**config.mk**
```make
export PLATFORM = sky130hd
export DESIGN_NAME = flash_host
export DESIGN_NICKNAME = d
export VERILOG_FILES = /design/src/rtl/flash_host.v
export VERILOG_INCLUDE_DIRS = /design/src /design/src/rtl
export SDC_FILE = /design/constraint.sdc
export NUM_CORES = 1
export LEC_CHECK = 0
export BUFFER_PORTS_ARGS = -buffer_cell sky130_fd_sc_hd__buf_2
export CAP_MARGIN = 40
export CORE_ASPECT_RATIO = 1.25
export CORE_MARGIN = 2
export CORE_UTILIZATION = 35
export DETAILED_ROUTE_END_ITERATION = 7
export GPL_ROUTABILITY_DRIVEN = 0
export GPL_TIMING_DRIVEN = 0
export PLACE_DENSITY = 0.55
export SYNTH_ARGS = -nofsm -noshare
export SYNTH_HDL_FRONTEND = slang
export SYNTH_SLANG_ARGS = --single-unit
```
**constraint.sdc**
```tcl
create_clock -name sys_clk -period 2.6 [get_ports sys_clk]
set_input_delay 0.26 -clock sys_clk [delete_from_list [all_inputs] [get_ports sys_clk]]
set_output_delay 0.26 -clock sys_clk [all_outputs]
set_load 0.005 [all_outputs]
```
**src/rtl/flash_host_defs.vh**
```
// Constants for the flash status and sector protection host controller
`ifndef FLASH_HOST_DEFS_VH
`define FLASH_HOST_DEFS_VH

// ----------------------------------------------------------------------
// APB register offsets
// ----------------------------------------------------------------------
`define OFS_CTRL        12'h000
`define OFS_ADDR        12'h004
`define OFS_DATA        12'h008
`define OFS_STAT        12'h00C
`define OFS_RDATA       12'h010

// ----------------------------------------------------------------------
// Command codes in control bits 2:0
// ----------------------------------------------------------------------
`define CMD_READ        3'h0
`define CMD_WRITE       3'h1
`define CMD_POLL        3'h2
`define CMD_PROTECT     3'h3
`define CMD_PVERIFY     3'h4
`define CMD_UNPROTECT   3'h5
`define CMD_UVERIFY     3'h6
`define CMD_TIMER_PROBE 3'h7

// ----------------------------------------------------------------------
// Status word bit positions
// ----------------------------------------------------------------------
`define POLL_BIT        7
`define TOGGLE_BIT      6
`define FAIL_BIT        5
`define TIMER_BIT       3

// ----------------------------------------------------------------------
// Address line positions
// ----------------------------------------------------------------------
`define A_ZERO          0
`define A_ONE           1
`define A_SIX           6
`define A_SEVEN         7
`define A_TWELVE        12

// ----------------------------------------------------------------------
// Timing
// ----------------------------------------------------------------------
`define CLK_MHZ         20
`define PROTECT_US      100
`define UNPROTECT_MS    10
`define STROBE_CYC      24'h000004
`define PROTECT_CYC     (`PROTECT_US * `CLK_MHZ)
`define UNPROTECT_CYC   (`UNPROTECT_MS * 1000 * `CLK_MHZ)

`endif

```
**src/rtl/flash_host.v**
```verilog
// Host controller driving the flash pins: status polling and sector protection
// Function
// Device returns status flags on reads while a program or erase runs.
// During program, poll bit reads inverse of written bit seven until done.
// Poll and toggle valid only in program, erase and load delay.
// During erase poll bit reads 0, then 1 at completion.
// Host polls erase at an address inside an erasing sector, held stable.
// Poll bit may change alone; host does one more read for all bits.
// Toggle alternates while busy; two equal reads mean completion.
// Toggle may stop early; host does one more read for valid data.
// Failure flag 1 on pulse-count overrun; poll stays inverted, toggle runs.
// After failure, no work accepted until host issues reset.
// Programming a 1 over a 0 raises the time-limit failure.
// Timer flag reads 0 for 80 us after sector-erase sequence.
// After delay timer flag reads 1; further sector-erase commands ignored.
// Host samples timer flag before and after appended sector-erase.
// Erase status shows timer flag 1; done erase reads all ones.
// Protected sector unchanged; poll and toggle run 2 to 100 us.
// Protect: elevated pin and output enable, 100 us write strobe pulse.
// Protect verify: A0, A6 low, A1 high; reads 01h or 00h.
// Unprotect: elevated pins, A6 low, A7, A12 high, 10 ms pulse.
// Host protects every sector before running unprotect.
// Unprotect verify: A1, A6 high, A0 low; reads 01h or 00h.
// Sectors ship unprotected; cleared only by unprotect mode.
// Host issues reset command after failure flag or identification mode.
`timescale 1ns/1ns
`include "flash_host_defs.vh"

module flash_host #(
   parameter PROTECT_CYCLES   = `PROTECT_CYC,
   parameter UNPROTECT_CYCLES = `UNPROTECT_CYC
) (
   input  wire        sys_clk,
   input  wire        srst,
   input  wire        psel,
   input  wire        penable,
   input  wire        pwrite,
   input  wire [11:0] paddr,
   input  wire [31:0] pwdata,
   output reg  [31:0] prdata,
   output reg         pready,
   output reg         pslverr,
   output reg  [16:0] flash_addr,
   output reg  [7:0]  flash_dq_out,
   output reg         flash_dq_oe,
   input  wire [7:0]  flash_dq_in,
   output reg         chip_enable_n,
   output reg         output_enable_n,
   output reg         write_strobe_n,
   output reg         elevated_select_voltage_oe,
   output reg         high_voltage_address_pin_hv,
   output reg         busy_ff
);

   // ----------------------------------------------------------------------
   // States
   // ----------------------------------------------------------------------
   localparam ST_IDLE  = 3'd0;
   localparam ST_SETUP = 3'd1;
   localparam ST_PULSE = 3'd2;
   localparam ST_HOLD  = 3'd3;
   localparam ST_SAMP  = 3'd4;
   localparam ST_CHECK = 3'd5;

   reg [2:0]  state_ff;
   reg [2:0]  cmd_ff;
   reg [16:0] addr_ff;
   reg [7:0]  data_ff;
   reg [7:0]  rdata_ff;
   reg [7:0]  prev_ff;
   reg        have_prev_ff;
   reg        done_ff;
   reg        fail_ff;
   reg        timer_before_ff;
   reg        accepted_ff;
   reg [23:0] cnt_ff;
   reg [7:0]  dq_meta_ff;
   reg [7:0]  dq_sync_ff;

   wire apb_acc = psel & penable;
   wire apb_wr  = apb_acc & pwrite;

   // Counts per pulse kind; verify reads use the short strobe count
   function [23:0] pulse_len;
      input [2:0] c;
      begin
         case (c)
            `CMD_PROTECT:   pulse_len = PROTECT_CYCLES[23:0];
            `CMD_UNPROTECT: pulse_len = UNPROTECT_CYCLES[23:0];
            default:        pulse_len = `STROBE_CYC;
         endcase
      end
   endfunction

   function is_write_kind;
      input [2:0] c;
      begin
         is_write_kind = (c == `CMD_WRITE) || (c == `CMD_PROTECT) ||
                         (c == `CMD_UNPROTECT);
      end
   endfunction

   // ----------------------------------------------------------------------
   // Data pin synchroniser: pins are asynchronous to sys_clk
   // ----------------------------------------------------------------------
   always @(posedge sys_clk) begin
      if (srst) begin
         dq_meta_ff <= 8'h00;
         dq_sync_ff <= 8'h00;
      end else begin
         dq_meta_ff <= flash_dq_in;
         dq_sync_ff <= dq_meta_ff;
      end
   end

   // ----------------------------------------------------------------------
   // APB slave, zero wait states
   // ----------------------------------------------------------------------
   always @(posedge sys_clk) begin
      if (srst) begin
         prdata  <= 32'h0000_0000;
         pready  <= 1'b0;
         pslverr <= 1'b0;
      end else begin
         pready  <= psel & ~penable;
         pslverr <= 1'b0;
         prdata  <= 32'h0000_0000;
         if (psel & ~penable) begin
            case (paddr)
               `OFS_CTRL:  prdata <= {29'h0, cmd_ff};
               `OFS_ADDR:  prdata <= {15'h0, addr_ff};
               `OFS_DATA:  prdata <= {24'h0, data_ff};
               `OFS_STAT:  prdata <= {26'h0, accepted_ff, timer_before_ff,
                                      fail_ff, done_ff, 1'b0, busy_ff};
               `OFS_RDATA: prdata <= {24'h0, rdata_ff};
               default:    pslverr <= 1'b1;
            endcase
         end
      end
   end

   // ----------------------------------------------------------------------
   // Pin sequencer
   // ----------------------------------------------------------------------
   always @(posedge sys_clk) begin
      if (srst) begin
         state_ff         <= ST_IDLE;
         cmd_ff           <= `CMD_READ;
         addr_ff          <= 17'h00000;
         data_ff          <= 8'h00;
         rdata_ff         <= 8'h00;
         prev_ff          <= 8'h00;
         have_prev_ff     <= 1'b0;
         done_ff          <= 1'b0;
         fail_ff          <= 1'b0;
         timer_before_ff  <= 1'b0;
         accepted_ff      <= 1'b0;
         cnt_ff           <= 24'h000000;
         busy_ff          <= 1'b0;
         flash_addr       <= 17'h00000;
         flash_dq_out     <= 8'h00;
         flash_dq_oe      <= 1'b0;
         chip_enable_n    <= 1'b1;
         output_enable_n  <= 1'b1;
         write_strobe_n   <= 1'b1;
         elevated_select_voltage_oe  <= 1'b0;
         high_voltage_address_pin_hv <= 1'b0;
      end else begin
         // Registers written only while idle; busy writes are dropped
         if (apb_wr && (state_ff == ST_IDLE) && !busy_ff) begin
            if (paddr == `OFS_ADDR) addr_ff <= pwdata[16:0];
            if (paddr == `OFS_DATA) data_ff <= pwdata[7:0];
            if (paddr == `OFS_CTRL) begin
               cmd_ff   <= pwdata[2:0];
               busy_ff  <= 1'b1;
               done_ff  <= 1'b0;
               if (pwdata[2:0] == `CMD_POLL) begin
                  have_prev_ff <= 1'b0;
                  fail_ff      <= 1'b0;
               end
            end
         end
         case (state_ff)
            ST_IDLE: begin
               if (busy_ff) begin
                  state_ff      <= ST_SETUP;
                  chip_enable_n <= 1'b0;
                  // caller address held for every poll read
                  flash_addr    <= addr_ff;
                  if ((cmd_ff == `CMD_PVERIFY) || (cmd_ff == `CMD_UVERIFY)) begin
                     high_voltage_address_pin_hv <= 1'b1;
                     flash_addr[`A_ZERO] <= 1'b0;
                     flash_addr[`A_SIX]  <= (cmd_ff == `CMD_UVERIFY);
                     flash_addr[`A_ONE]  <= 1'b1;
                  end
                  if (cmd_ff == `CMD_PROTECT) begin
                     high_voltage_address_pin_hv <= 1'b1;
                     elevated_select_voltage_oe  <= 1'b1;
                  end
                  if (cmd_ff == `CMD_UNPROTECT) begin
                     // software protects all sectors beforehand
                     high_voltage_address_pin_hv <= 1'b1;
                     elevated_select_voltage_oe  <= 1'b1;
                     flash_addr[`A_SIX]    <= 1'b0;
                     flash_addr[`A_SEVEN]  <= 1'b1;
                     flash_addr[`A_TWELVE] <= 1'b1;
                  end
                  if (cmd_ff == `CMD_WRITE) begin
                     flash_dq_out <= data_ff;
                     flash_dq_oe  <= 1'b1;
                  end
                  cnt_ff <= `STROBE_CYC;
               end
            end
            ST_SETUP: begin
               if (cnt_ff != 24'h000000) begin
                  cnt_ff <= cnt_ff - 24'h000001;
               end else begin
                  state_ff <= ST_PULSE;
                  cnt_ff   <= pulse_len(cmd_ff);
                  if (is_write_kind(cmd_ff))
                     write_strobe_n <= 1'b0;
                  else if (!elevated_select_voltage_oe)
                     output_enable_n <= 1'b0;
               end
            end
            ST_PULSE: begin
               if (cnt_ff != 24'h000001) begin
                  cnt_ff <= cnt_ff - 24'h000001;
               end else begin
                  // Rising strobe ends protect/unprotect and starts programming
                  write_strobe_n <= 1'b1;
                  state_ff       <= ST_HOLD;
                  cnt_ff         <= `STROBE_CYC;
               end
            end
            ST_HOLD: begin
               // Extra cycles let the two-stage synchroniser settle
               if (cnt_ff != 24'h000000) begin
                  cnt_ff <= cnt_ff - 24'h000001;
               end else begin
                  state_ff <= ST_SAMP;
               end
            end
            ST_SAMP: begin
               rdata_ff        <= dq_sync_ff;
               output_enable_n <= 1'b1;
               chip_enable_n   <= 1'b1;
               flash_dq_oe     <= 1'b0;
               elevated_select_voltage_oe  <= 1'b0;
               high_voltage_address_pin_hv <= 1'b0;
               state_ff <= ST_CHECK;
            end
            ST_CHECK: begin
               state_ff <= ST_IDLE;
               cnt_ff   <= `STROBE_CYC;
               if (cmd_ff == `CMD_POLL) begin
                  if (have_prev_ff &&
                      (prev_ff[`TOGGLE_BIT] == rdata_ff[`TOGGLE_BIT])) begin
                     // stopped toggling; one further read gives valid data
                     cmd_ff  <= `CMD_READ;
                  end else if (have_prev_ff && prev_ff[`FAIL_BIT] &&
                               rdata_ff[`FAIL_BIT]) begin
                     // Two status reads must both flag it: a data read may hold that bit set
                     // failed; software must send the reset sequence
                     fail_ff <= 1'b1;
                     busy_ff <= 1'b0;
                  end
                  prev_ff      <= rdata_ff;
                  have_prev_ff <= 1'b1;
               end else if (cmd_ff == `CMD_TIMER_PROBE) begin
                  // accepted only if timer flag low before and after
                  timer_before_ff <= rdata_ff[`TIMER_BIT];
                  accepted_ff     <= ~rdata_ff[`TIMER_BIT] & ~timer_before_ff;
                  busy_ff         <= 1'b0;
                  done_ff         <= 1'b1;
               end else begin
                  busy_ff <= 1'b0;
                  done_ff <= 1'b1;
               end
            end
            default: state_ff <= ST_IDLE;
         endcase
      end
   end

endmodule // flash_host

```
-- Yosys cells after proc, flatten, opt, wreduce, memory -nomap -nowiden
Cells that the tools add are included.
- logic and storage cells: 164
- flip-flop bits (word level): 157
- output and inout port bits: 66
- reduce and logical (&&, ||, !) cells: 32
- bitwise operators: 9
- multiplexer cells: 66
- equality and inequality tests: 30
- add/subtract/negate cells: 1
- operator list (operator ; count):
    24-bit case mux with 5 select lines ; 1
    24-bit two-way mux ; 4
    17-bit case mux with 5 select lines ; 1
    1-bit two-way mux ; 41
    18-bit case mux with 2 select lines ; 1
    3-bit two-way mux ; 9
    12-bit by 4-bit == test with 1-bit output (second input constant) ; 2
    24-bit by 1-bit inequality test with 1-bit output (second input constant) ; 1
    24-bit nonzero test ; 1
    24-bit by 1-bit subtractor with 24-bit output (second input constant) ; 1
    3-bit == test (second input constant) ; 6
    3-bit AND reduction ; 6
    2-bit inequality test (second input constant) ; 8
    3-bit by 2-bit == test with 1-bit output (second input constant) ; 5
    3-bit case mux with 5 select lines ; 1
    12-bit by 3-bit == test with 1-bit output (second input constant) ; 1
    12-bit by 5-bit == test with 1-bit output (second input constant) ; 1
    12-bit zero test ; 1
    1-bit case mux with 2 select lines ; 6
    4-bit AND reduction ; 3
    2-bit AND reduction ; 5
    3-bit by 1-bit == test with 1-bit output (second input constant) ; 2
    2-bit nonzero test ; 3
    1-bit logical AND ; 5
    other kinds (13) ; 23

-- Longest topological paths before layout
Gate-level depths: netlist of run 1.
- depth in word-level cells: 9
- gate-level depth with buffers: 9
- gate-level depth less buffers: 8

-- Least setup slack after synthesis of run 1
No wires, ideal clock.
- kind: input to register
- start point: in paddr[0]
- end point: reg addr_ff[16]
- setup time: 0.071 ns
- slack: 0.215 ns
- data arrival time: 2.314 ns
- path buffers: 3
- stages: 9
- cells stage by stage: or4_1 or4b_1 buf_2 nor3b_4 and2_1 buf_6 buf_6 nand2_1 a21oi_1
- longest elaborated chain between the ends: 2
- RTL lines (what ; RTL line ; text):
    start: declaration ; flash_host.v:38 ; input wire [11:0] paddr,
    12-bit by 3-bit == test with 1-bit output ; -- ;
    2-bit AND reduction (no source line) ; -- ;
    end signal: assignment ; flash_host.v:171 ; if (paddr == `OFS_ADDR) addr_ff <= pwdata[16:0];
    end: declaration ; flash_host.v:67 ; reg [16:0] addr_ff;
Every way passes these cells.
A chain may end at the register's enable or synchronous reset.

-- Final worst setup path of run 1
- start point: reg cnt_ff[18]
- end point: reg cnt_ff[22]
- longest elaborated chain between the ends: 3
- elaborated cells on any way between the ends: 9
- classes of those cells: add/sub (1); eq/ne (2); mux (4); reduce/logical (2)
- RTL lines (what ; RTL line ; text):
    start: declaration ; flash_host.v:76 ; reg [23:0] cnt_ff;
    start signal: assignment ; flash_host.v:212 ; cnt_ff <= `STROBE_CYC;
    start signal: assignment ; flash_host.v:217 ; cnt_ff <= cnt_ff - 24'h000001;
    start signal: assignment ; flash_host.v:220 ; cnt_ff <= pulse_len(cmd_ff);
    24-bit by 1-bit subtractor with 24-bit output, or another cell as far along ; flash_host.v:217, flash_host.v:229, flash_host.v:240 ;
    24-bit two-way mux, or another cell as far along ; flash_host.v:239 ; if (cnt_ff != 24'h000000) begin
    24-bit case mux with 5 select lines / 3-bit AND reduction (equally long branches) ; -- ;
Parallel ways exist; a longest one is shown, timed or not. The select of a mux whose other input is x is not followed.

==> key figures, run 1 <==
Clock network
  • Clock latency on the worst-skew pair: 420 ps
  • Maximum root-to-sink buffer count: 2
  • Root buffer selected by CTS: sky130_fd_sc_hd__clkbuf_16
  • CTS tree: built
  • Count of hold buffers inserted by post-cts repair: 0
  • Clock sinks: roughly 140
  • Number of buffers inserted during clock tree synthesis: 17
  • Clock-pin slew on the worst setup and hold paths: ~50 ps
  • H-Tree Level Count: 4

Die
  • IO Count: around 120
  • Initial Util: 0.356
  • Die height: 147 um
  • Die W: 118 um
  • Floorplan die area: between 0.015 and 0.02 sq mm
  • Floorplan row count: 52
  • Core region area: around 0.016 sq mm

Power and ir drop
  • Maximum resistive drop on vdd: around 0.4 mV
  • Sequential group share of total power: 0.446
  • Switching power: between 1000 and 1500 uW
  • Combinational cell fraction of total power: 0.105
  • Int Pwr: roughly 3600 uW
  • Clock share of power: 0.449
  • Fraction of power spent switching nets: 0.250
  • Total Power Consumption: between 4000 and 5000 uW
  • Power per Cell Area: ~670 mW/mm^2
  • Leakage power: between 0.002 and 0.003 uW

Synth
  • Number of enable-type register cells in the synthesized netlist: 0
  • Synth warnings: 0
  • Cell variety after synth: 64
  • Library cell with the highest instance count after synthesis: sky130_fd_sc_hd__dfxtp_1
  • Fraction of registers with async set/reset: 0
  • Area contributors post-synth: sky130_fd_sc_hd__dfxtp_1, sky130_fd_sc_hd__nand2_1, sky130_fd_sc_hd__a21oi_1
  • Top flip-flop cell by instance count after synthesis: sky130_fd_sc_hd__dfxtp_1
  • Top cell type by total area after synthesis: sky130_fd_sc_hd__dfxtp_1
  • Top-area cell type share of the netlist area: 0.479
  • Synth Register Bits: ~140
  • Top cells by instance count after synthesis: sky130_fd_sc_hd__dfxtp_1, sky130_fd_sc_hd__nand2_1, sky130_fd_sc_hd__a21oi_1, sky130_fd_sc_hd__nor2_1, sky130_fd_sc_hd__clkbuf_1
  • Fraction of the yosys area taken by sequential cells: 0.479
  • Synth Cell Area: approximately 0.0057 sq mm
  • Synth Instances: between 600 and 700
  • Average size of a mapped cell: 8.45 sq um

Critical path
  • Worst endpoint data arrival time: 2810 ps
  • Critical path's most frequent cell: sky130_fd_sc_hd__or4_4
  • Reg-to-reg critical path endpoint: cnt_ff[22]
  • Crit path max-delay family: simple AND/OR/NAND/NOR gates
  • Setup slack on the worst flop-to-flop path: 100 ps
  • Worst endpoint required time: 2910 ps
  • Delay of the slowest critical-path stage: around 600 ps
  • Critical-path maximum fanout: 7
  • Path type of the worst setup path: flop to flop
  • Startpoint of the lowest-slack register-to-register path: cnt_ff[18]
  • Ordered list of cells on the worst path: or4_4 -> or4_4 -> o211ai_4 -> o22ai_2 -> a21o_1 -> a22o_1
  • Kind of launch point of the worst setup path: flop
  • Worst Path Buf+Inv: 0
  • CP max stage cell: sky130_fd_sc_hd__or4_4
  • Crit end category: flop
  • Worst Reg-to-Reg Cells: 6

Detailed routing
  • Drt drc: 0
  • Avg WL per Cell: ~16 um
  • Drt pass-1 iters: 7
  • Number of DRC markers in iteration 0: between 300 and 400
  • Routed wire length: between 15 and 20 mm
  • Via count of the routed design: between 5000 and 6000
  • Via density per instance: approximately 5
  • Post-route antenna net violation count: 0

Min path
  • Hold Path Origin: flash_dq_in[6]
  • Hold-critical path depth: 2
  • Hold Crit Class: input pin to flop
  • End point of the worst hold path: dq_meta_ff[6]

Cells and area
  • Post-route standard cell area excluding fillers: ~0.0072 sq mm
  • Seq. cell area: approximately 0.0027 sq mm
  • Non-filler instance count after layout: ~1000
  • Ratio of cells with drive above 1 in the final layout: 0.208
  • Antenna diode count: 0
  • Area added between synthesis and finish: 25.3%
  • Area taken by multi-input logic gates: 0.00281 sq mm
  • Count of filler cells inserted in the layout: around 1600
  • Final-stage net count: approximately 870

STA
  • Unrepaired setup endpoints after global routing: yes
  • Fmax: 401 MHz
  • Number of endpoints with negative hold slack in the final report: 0
  • Clock tree skew after final layout: 5.55 ps
  • Post-layout worst setup margin: 104 ps
  • Final number of max-transition violations: 0
  • Tightest Pin Transition: 850 ps
  • Relative slew slack: 0.432
  • Min Clock Period, post-route: around 2500 ps
  • Period utilisation layout: 0.960
  • # setup viols final: 0

Place
  • Placement-stage cell area: about 0.0065 sq mm
  • Count of placed standard cells including taps: 1000
  • I/O Buffers: 91
  • Placement-stage worst setup slack: -408 ps
  • Placed wire-length estimate: around 12 mm

Global routing
  • Antenna violations before repair: 0
  • Largest net degree at the start of global routing: 17
  • Wire length of the first global-routing pass: between 20 and 30 mm
  • Number of global-route vias before repair: approximately 5000
  • Total routing resource utilization after global routing: 0.190
  • Global-route congestion overflow total: 0

Job
  • # Max-Cap Violations: 0

Outcome
  • Result of the run: finished clean
## logic make-up (layout without fill, tap and decap cells)
| family | Yosys count | after routing | share of synthesized area |
|---|---|---|---|
| flip-flops | 137 | 137 | 0.479 |
| other | 1 | 15 | 0.000655 |
| adder cells (fa/ha/maj) | 2 | 2 | 0.00437 |
| XOR/XNOR | 4 | 4 | 0.00612 |
| buffers and inverters | 61 | 191 | 0.0534 |
| AO/OA/AOI/OAI | 153 | 153 | 0.165 |
| AND/OR/NAND/NOR | 302 | 302 | 0.261 |
| multiplexers | 17 | 17 | 0.0297 |
## worst max-delay path by stage
| stage | from | endpoint | cells past startpoint |
|---|---|---|---|
| floorplan | paddr[0] | addr_ff[16] | 9 |
| global placement | cnt_ff[0] | cnt_ff[22] | 8 |
| detailed placement | cnt_ff[0] | cnt_ff[18] | 9 |
| CTS | cnt_ff[0] | cnt_ff[13] | 8 |
| global route | cnt_ff[4] | cnt_ff[10] | 7 |
| finish | cnt_ff[18] | cnt_ff[22] | 6 |
## area by class of cell
class / count / area share
well taps: 216 / 0.0377
plain buffers: 50 / 0.0373
multi-input cells: 493 / 0.392
clock buffers: 24 / 0.0672
clock inverters: 7 / 0.00628
flip-flops and latches: 137 / 0.382
repair buffers: 99 / 0.0712
inverters: 11 / 0.00576
## worst register-to-register path, delay by kind of cell (launching register included)
kind            cells  cell delay [ps]
compound gates      4              830
flops               1              370
simple gates        2             1190
## through the flow
| step | hold WS [ps] | TNS, ps | utilization |
|---|---|---|---|
| floorplan | 388 | 0 | - |
| detailed placement | 423 | -9970 | 0.405 |
| finish | 46.3 | 0 | 0.446 |
| CTS | 38.6 | -7.45 | 0.441 |
| global route | 46.4 | -426 | 0.446 |
| global placement | 416 | -10010 | 0.404 |
## per-layer routing
metal  wire (um)  vias up  GRT usage
met3         814       25     0.0419
li1            -     2624          -
met2        8470      161      0.334
met1        6730     2503      0.222
met5           0        -          0
met4         427        0     0.0789
## cells in the final DEF (no fill, tap or decap), types with 4 or more instances in the layout
cell type	synthesis	final
sky130_fd_sc_hd__dfxtp_1	137	137
sky130_fd_sc_hd__nand2_1	122	122
sky130_fd_sc_hd__buf_2	4	96
sky130_fd_sc_hd__a21oi_1	74	73
sky130_fd_sc_hd__nor2_1	49	48
sky130_fd_sc_hd__clkbuf_1	28	31
sky130_fd_sc_hd__nand3_1	25	25
sky130_fd_sc_hd__buf_4	15	21
sky130_fd_sc_hd__nor2b_1	17	17
sky130_fd_sc_hd__mux2i_1	17	17
sky130_fd_sc_hd__nor3_1	18	17
sky130_fd_sc_hd__o21ai_0	17	17
sky130_fd_sc_hd__clkbuf_16	0	17
sky130_fd_sc_hd__conb_1	1	15
sky130_fd_sc_hd__and3_1	11	11
sky130_fd_sc_hd__a22oi_1	11	11
sky130_fd_sc_hd__inv_1	10	10
sky130_fd_sc_hd__nor4_1	9	8
sky130_fd_sc_hd__nand2b_1	8	8
sky130_fd_sc_hd__a21boi_0	7	7
sky130_fd_sc_hd__or3_1	6	6
sky130_fd_sc_hd__or4_1	7	5
sky130_fd_sc_hd__a31oi_1	5	5
sky130_fd_sc_hd__a21o_1	5	5
sky130_fd_sc_hd__a211oi_1	5	5
sky130_fd_sc_hd__nand4_1	4	4
sky130_fd_sc_hd__a222oi_1	4	4
sky130_fd_sc_hd__clkinvlp_4	0	4
## sequential cells by signal (all words and copies together), names as in the netlist, 2 cells and up
register      cells
cnt_ff           24
addr_ff          17
flash_addr       17
prdata           17
data_ff           8
dq_meta_ff        8
dq_sync_ff        8
flash_dq_out      8
rdata_ff          8
cmd_ff            3
state_ff          3
prev_ff           2
## power groups by stage
stage          registers (uW)  logic (uW)  clock network (uW)
6_report                 2150         504                2160
3_3_place_gp             2190         426                   0
2_1_floorplan            2180         309                   0
4_1_cts                  2140         460                2190
3_5_place_dp             2190         436                   0
5_1_grt                  2150         558                2290
## repair_timing
| item | CTS | global route |
|---|---|---|
| setup endpoints to repair | 23 | 25 |
| gates resized for setup | 7 | 11 |
| pin swaps | 2 | 2 |
| hold endpoints to repair | 0 | 0 |
| setup buffers | 1 | 5 |
Note: power is estimated with default switching activity, not from simulation.
==> inputs of run 2 (changes only) <==
--- a/config.mk
+++ b/config.mk
@@ -8,13 +8,16 @@
 export LEC_CHECK = 0
 export BUFFER_PORTS_ARGS = -buffer_cell sky130_fd_sc_hd__buf_2
 export CAP_MARGIN = 40
+export CELL_PAD_IN_SITES_DETAIL_PLACEMENT = 1
+export CELL_PAD_IN_SITES_GLOBAL_PLACEMENT = 1
 export CORE_ASPECT_RATIO = 1.25
 export CORE_MARGIN = 2
 export CORE_UTILIZATION = 35
 export DETAILED_ROUTE_END_ITERATION = 7
 export GPL_ROUTABILITY_DRIVEN = 0
 export GPL_TIMING_DRIVEN = 0
-export PLACE_DENSITY = 0.55
+export HOLD_SLACK_MARGIN = 0.15
+export PLACE_DENSITY = 0.71
 export SYNTH_ARGS = -nofsm -noshare
 export SYNTH_HDL_FRONTEND = slang
 export SYNTH_SLANG_ARGS = --single-unit
==> key figures, run 2 (same netlist as run 1, synthesis figures left out) <==
Detailed routing
  • Drt drc: 0
  • Avg WL per Cell: between 15 and 20 um
  • Post-route antenna net violation count: 0
  • Via density per instance: roughly 5.2
  • Number of DRC markers in iteration 0: 234
  • Drt pass-1 iters: 4
  • Via count of the routed design: around 5600
  • Routed wire length: 19.3 mm

Cells and area
  • Commonest cells after routing, fill and taps aside: sky130_fd_sc_hd__dfxtp_1, sky130_fd_sc_hd__nand2_1, sky130_fd_sc_hd__buf_2
  • Final-stage net count: 899
  • Ratio of cells with drive above 1 in the final layout: 0.216
  • Antenna diode count: 0
  • Post-route standard cell area excluding fillers: around 0.0076 sq mm
  • Count of filler cells inserted in the layout: about 1900
  • Number of flip-flops under the largest register name: 24
  • Area taken by multi-input logic gates: roughly 0.0028 sq mm
  • Most common cell after layout, fill and taps aside: sky130_fd_sc_hd__dfxtp_1
  • Seq. cell area: 0.00275 sq mm
  • Area added between synthesis and finish: 32.7%
  • Register with the most flip-flops: cnt_ff
  • Non-filler instance count after layout: between 1000 and 1500

Die
  • Floorplan die area: around 0.017 sq mm
  • Die height: around 150 um
  • Core region area: 0.0161 sq mm
  • Floorplan row count: 52
  • Die W: between 100 and 150 um
  • Initial Util: 0.356
  • IO Count: about 120

Global routing
  • Largest net degree at the start of global routing: 17
  • Total routing resource utilization after global routing: 0.222
  • Global-route congestion overflow total: 0
  • Wire length of the first global-routing pass: roughly 30 mm
  • Number of global-route vias before repair: roughly 6000
  • Antenna violations before repair: 0

STA
  • Final number of max-transition violations: 0
  • Number of endpoints with negative hold slack in the final report: 0
  • Period utilisation layout: 0.978
  • Clock tree skew after final layout: about 14 ps
  • Min Clock Period, post-route: 2540 ps
  • Relative slew slack: 0.401
  • # setup viols final: 0
  • Tightest Pin Transition: roughly 890 ps
  • Fmax: 393 MHz

Clock network
  • Number of buffers inserted during clock tree synthesis: 17
  • Maximum root-to-sink buffer count: 2
  • Clock sinks: 137
  • Clock-pin slew on the worst setup and hold paths: around 60 ps
  • Root buffer selected by CTS: sky130_fd_sc_hd__clkbuf_16
  • H-Tree Level Count: 4
  • Clock latency on the worst-skew pair: about 430 ps
  • CTS tree: built

Power and ir drop
  • Leakage power: roughly 0.0031 uW
  • Int Pwr: between 3000 and 4000 uW
  • Clock share of power: 0.491
  • Switching power: between 1000 and 1500 uW
  • Fraction of power spent switching nets: 0.244
  • Combinational cell fraction of total power: 0.102
  • Sequential group share of total power: 0.407
  • Maximum resistive drop on vdd: 0.535 mV
  • Power per Cell Area: a little under 700 mW/mm^2

Critical path
  • Setup slack on the worst flop-to-flop path: a little under 60 ps
  • Path type of the worst setup path: flop to flop
  • Worst endpoint required time: approximately 3000 ps
  • Worst endpoint data arrival time: ~2900 ps
  • Crit end category: flop
  • Setup crit end: cnt_ff[22]
  • Origin of the worst setup path: cnt_ff[15]
  • Startpoint of the lowest-slack register-to-register path: cnt_ff[15]
  • Critical-path maximum fanout: 7
  • Reg-to-reg critical path endpoint: cnt_ff[22]
  • Kind of launch point of the worst setup path: flop
  • Worst Reg-to-Reg Cells: 6

Min path
  • Hold Crit Class: input pin to flop

Place
  • Placement-stage cell area: about 0.0065 sq mm
  • Count of placed standard cells including taps: about 1000
  • Placed wire-length estimate: 13.6 mm
  • I/O Buffers: about 90

Job
  • # Max-Cap Violations: 0

Outcome
  • Result of the run: finished clean
run 2: cell types whose count changed in the layout (fill, tap and decap cells not counted), sizes merged:
cell         delta
dlygate4sd3    +25
clkinvlp        -2
bufinv          +4
buf             +7
clkbuf          -3
inv             +1
run 2: worst max-delay path, cell delays in order (launching register included):
cell and delay, ps:
sky130_fd_sc_hd__dfxtp_1 350, sky130_fd_sc_hd__or4_4 590, sky130_fd_sc_hd__or4_4 560, sky130_fd_sc_hd__o211ai_4 320, sky130_fd_sc_hd__o22ai_4 160, sky130_fd_sc_hd__a21o_1 220
sky130_fd_sc_hd__a22o_1 220
run 2: final cells by class:
type / count / area share
buffer: 49 / 0.0348
clock buffer: 22 / 0.0612
clock inverter: 10 / 0.0219
inverter: 11 / 0.00544
multi-input combinational: 493 / 0.372
sequential: 137 / 0.362
tap: 216 / 0.0356
timing repair buffer: 131 / 0.107
run 2: through the flow:
step,setup WS [ps],utilization,power [uW],hold slack (ps),setup TNS [ps]
floorplan,215,-,2490,388,0
global placement,-447,0.404,2620,415,-11790
detailed placement,-567,0.405,2640,430,-15810
CTS,-98.3,0.464,5270,276,-334
global route,-13.1,0.472,5450,314,-13.1
finish,58.0,0.472,5270,272,0
run 2: repair_timing:
action / 4_1_cts / 5_1_grt
buffers inserted: 2 / 10
setup endpoints to repair: 24 / 42
pin swaps: 1 / 8
resized for setup: 7 / 19
hold endpoints to repair: 33 / 0
hold buffers: 25 / 0
run 2: how the worst min path moves through the flow:
stage | startpoint | endpoint | slack [ps] | cells after the start
3_5_place_dp | dq_meta_ff[6] | dq_sync_ff[6] | 430 | 1
3_3_place_gp | dq_meta_ff[3] | dq_sync_ff[3] | 420 | 1
5_1_grt | paddr[2] | cmd_ff[0] | 310 | 4
4_1_cts | paddr[2] | cmd_ff[2] | 280 | 4
6_report | paddr[2] | cmd_ff[2] | 270 | 4
2_1_floorplan | flash_dq_in[0] | dq_meta_ff[0] | 390 | 1
run 2: power groups by stage:
stage	clock (uW)	combinational, uW	sequential (uW)
finish	2590	536	2150
global route	2710	589	2150
CTS	2620	511	2150
detailed placement	0	448	2190
global placement	0	431	2190
floorplan	0	309	2180
run 2: routing by layer:
| layer | wire (um) | track usage |
|---|---|---|
| met1 | 7610 | 0.239 |
| met2 | 10500 | 0.420 |
| met3 | 639 | 0.0353 |
| met4 | 520 | 0.106 |
| met5 | 0 | 0 |
==> inputs of run 3 (changes only) <==
--- a/config.mk
+++ b/config.mk
@@ -13,11 +13,13 @@
 export CORE_ASPECT_RATIO = 1.25
 export CORE_MARGIN = 2
 export CORE_UTILIZATION = 35
+export CTS_CLUSTER_DIAMETER = 60
 export DETAILED_ROUTE_END_ITERATION = 7
 export GPL_ROUTABILITY_DRIVEN = 0
 export GPL_TIMING_DRIVEN = 0
 export HOLD_SLACK_MARGIN = 0.15
 export PLACE_DENSITY = 0.71
+export RECOVER_POWER = 50
 export SYNTH_ARGS = -nofsm -noshare
 export SYNTH_HDL_FRONTEND = slang
 export SYNTH_SLANG_ARGS = --single-unit
==> key figures, run 3 (same netlist as run 1, synthesis figures left out) <==
Critical path
  • Setup slack on the worst flop-to-flop path: around 64 ps
  • Kind of launch point of the worst setup path: flop
  • Crit end category: flop
  • Crit path max-delay family: simple AND/OR/NAND/NOR gates
  • Worst Path Buf+Inv: 0
  • Startpoint of the lowest-slack register-to-register path: cnt_ff[15]
  • Worst Reg-to-Reg Cells: 6
  • Path type of the worst setup path: flop to flop
  • Ordered list of cells on the worst path: or4_4 -> or4_4 -> o211ai_4 -> o22ai_4 -> a21o_1 -> a22o_1
  • Reg-to-reg critical path endpoint: cnt_ff[22]
  • Worst endpoint data arrival time: between 2000 and 3000 ps
  • CP max stage cell: sky130_fd_sc_hd__or4_4
  • Critical-path maximum fanout: 7
  • Delay of the slowest critical-path stage: ~590 ps
  • Worst endpoint required time: between 2000 and 3000 ps
  • Critical path's most frequent cell: sky130_fd_sc_hd__or4_4

Global routing
  • GR Layer Usage met2: 0.420
  • Largest net degree at the start of global routing: 17
  • Global-route congestion overflow total: 0
  • Wire length of the first global-routing pass: slightly above 30 mm
  • Routing layer with the top usage in global route: met2
  • Global routing usage on met3: 0.0353
  • Total routing resource utilization after global routing: 0.222
  • Antenna violations before repair: 0
  • Met1 usage: 0.239
  • Number of global-route vias before repair: just under 6000

Detailed routing
  • Avg WL per Cell: approximately 18 um
  • Post-route antenna net violation count: 0
  • Drt pass-1 iters: 4
  • Routed wire length: a little under 20 mm
  • Via count of the routed design: 5595
  • Drt drc: 0
  • Number of DRC markers in iteration 0: 237
  • Via density per instance: about 5.2

Clock network
  • H-Tree Level Count: 4
  • Number of buffers inserted during clock tree synthesis: 17
  • Maximum root-to-sink buffer count: 2
  • Clock sinks: about 140
  • Clock latency on the worst-skew pair: approximately 430 ps
  • Clock-pin slew on the worst setup and hold paths: roughly 60 ps
  • CTS tree: built
  • Root buffer selected by CTS: sky130_fd_sc_hd__clkbuf_16

Cells and area
  • Commonest cells after routing, fill and taps aside: sky130_fd_sc_hd__dfxtp_1, sky130_fd_sc_hd__nand2_1, sky130_fd_sc_hd__a21oi_1
  • Post-route standard cell area excluding fillers: ~0.0075 sq mm
  • Area added between synthesis and finish: 31.9%
  • Final-stage net count: 899
  • Antenna diode count: 0
  • Most common cell after layout, fill and taps aside: sky130_fd_sc_hd__dfxtp_1
  • Ratio of cells with drive above 1 in the final layout: 0.176
  • Register with the most flip-flops: cnt_ff
  • Number of flip-flops under the largest register name: 24

STA
  • Period utilisation layout: 0.975
  • Final number of max-transition violations: 0
  • Min Clock Period, post-route: ~2500 ps
  • Fmax: about 390 MHz
  • # setup viols final: 0
  • Tightest Pin Transition: 897 ps
  • Relative slew slack: 0.396
  • Hold slack: around 290 ps
  • Number of endpoints with negative hold slack in the final report: 0
  • Clock tree skew after final layout: 6.58 ps

Die
  • Core region area: roughly 0.016 sq mm
  • Floorplan row count: 52
  • Die W: between 100 and 150 um
  • Initial Util: 0.356
  • IO Count: approximately 120
  • Die height: roughly 150 um
  • Floorplan die area: ~0.017 sq mm

Place
  • I/O Buffers: just over 90
  • Placed wire-length estimate: 13.6 mm
  • Placement-stage cell area: 0.00652 sq mm

Min path
  • Hold Crit Class: input pin to flop
  • End point of the worst hold path: cmd_ff[2]
  • Hold Path Origin: paddr[2]
  • Hold-critical path depth: 4

Power and ir drop
  • Maximum resistive drop on vdd: 0.528 mV
  • Leakage power: 0.00298 uW
  • Power per Cell Area: 698 mW/mm^2

Outcome
  • Result of the run: finished clean

Job
  • # Max-Cap Violations: 0
==> run 3: how the worst max path moves through the flow <==
stage                     slack, ps  cells after the start       start           to
after global placement         -450                      8   cnt_ff[0]   cnt_ff[22]
after CTS                      -100                      9   cnt_ff[1]   cnt_ff[12]
after global routing            -10                      6  cnt_ff[15]   cnt_ff[16]
after detailed placement       -570                      9   cnt_ff[1]   cnt_ff[12]
after floorplan                 220                      9    paddr[0]  addr_ff[16]
final                            60                      6  cnt_ff[15]   cnt_ff[22]
==> run 3: worst reg2reg max path: stages, from the launching register on <==
cell and delay [ps]:
sky130_fd_sc_hd__dfxtp_1 350, sky130_fd_sc_hd__or4_4 590, sky130_fd_sc_hd__or4_4 560, sky130_fd_sc_hd__o211ai_4 320, sky130_fd_sc_hd__o22ai_4 160, sky130_fd_sc_hd__a21o_1 220, sky130_fd_sc_hd__a22o_1 220
==> run 3: final cells by class <==
class	count	area, sq um
multi-input cells	493	2830
clock buffers	22	464
clock inverters	10	166
fillers	1949	8520
repair buffers	131	768
plain buffers	49	264
flip-flops and latches	137	2750
inverters	11	41.3
well taps	216	270
==> run 3: per-layer routing <==
metal / part of all wire / vias up
met1: 0.39 / 2743
met2: 0.55 / 121
met4: 0.027 / 0
met5: 0 / -
li1: - / 2692
met3: 0.035 / 39
==> run 3: stage by stage <==
| step | std cells | setup TNS [ps] | utilization | worst slack, ps | power, uW |
|---|---|---|---|---|---|
| finish | 1069 | 0 | 0.470 | 64.0 | 5270 |
| global route | 1069 | -13.1 | 0.470 | -13.1 | 5450 |
| CTS | 1060 | -334 | 0.464 | -98.3 | 5270 |
| detailed placement | 1001 | -15810 | 0.405 | -567 | 2640 |
| global placement | 998 | -11790 | 0.404 | -447 | 2620 |
| floorplan | 691 | 0 | - | 215 | 2490 |
==> run 3: power breakdown <==
group | total, uW | internal, uW | switching (uW)
clock | 2590 | 1660 | 931
sequential | 2150 | 2120 | 23.4
combinational | 533 | 207 | 326
total | 5270 | 3990 | 1280
==> run 3: timing repair <==
action | CTS | global route
pin swaps | 1 | 8
endpoints found under the setup margin | 24 | 42
hold endpoints to repair | 33 | 0
setup buffers | 2 | 10
gates resized for setup | 7 | 19
hold buffers | 25 | 0
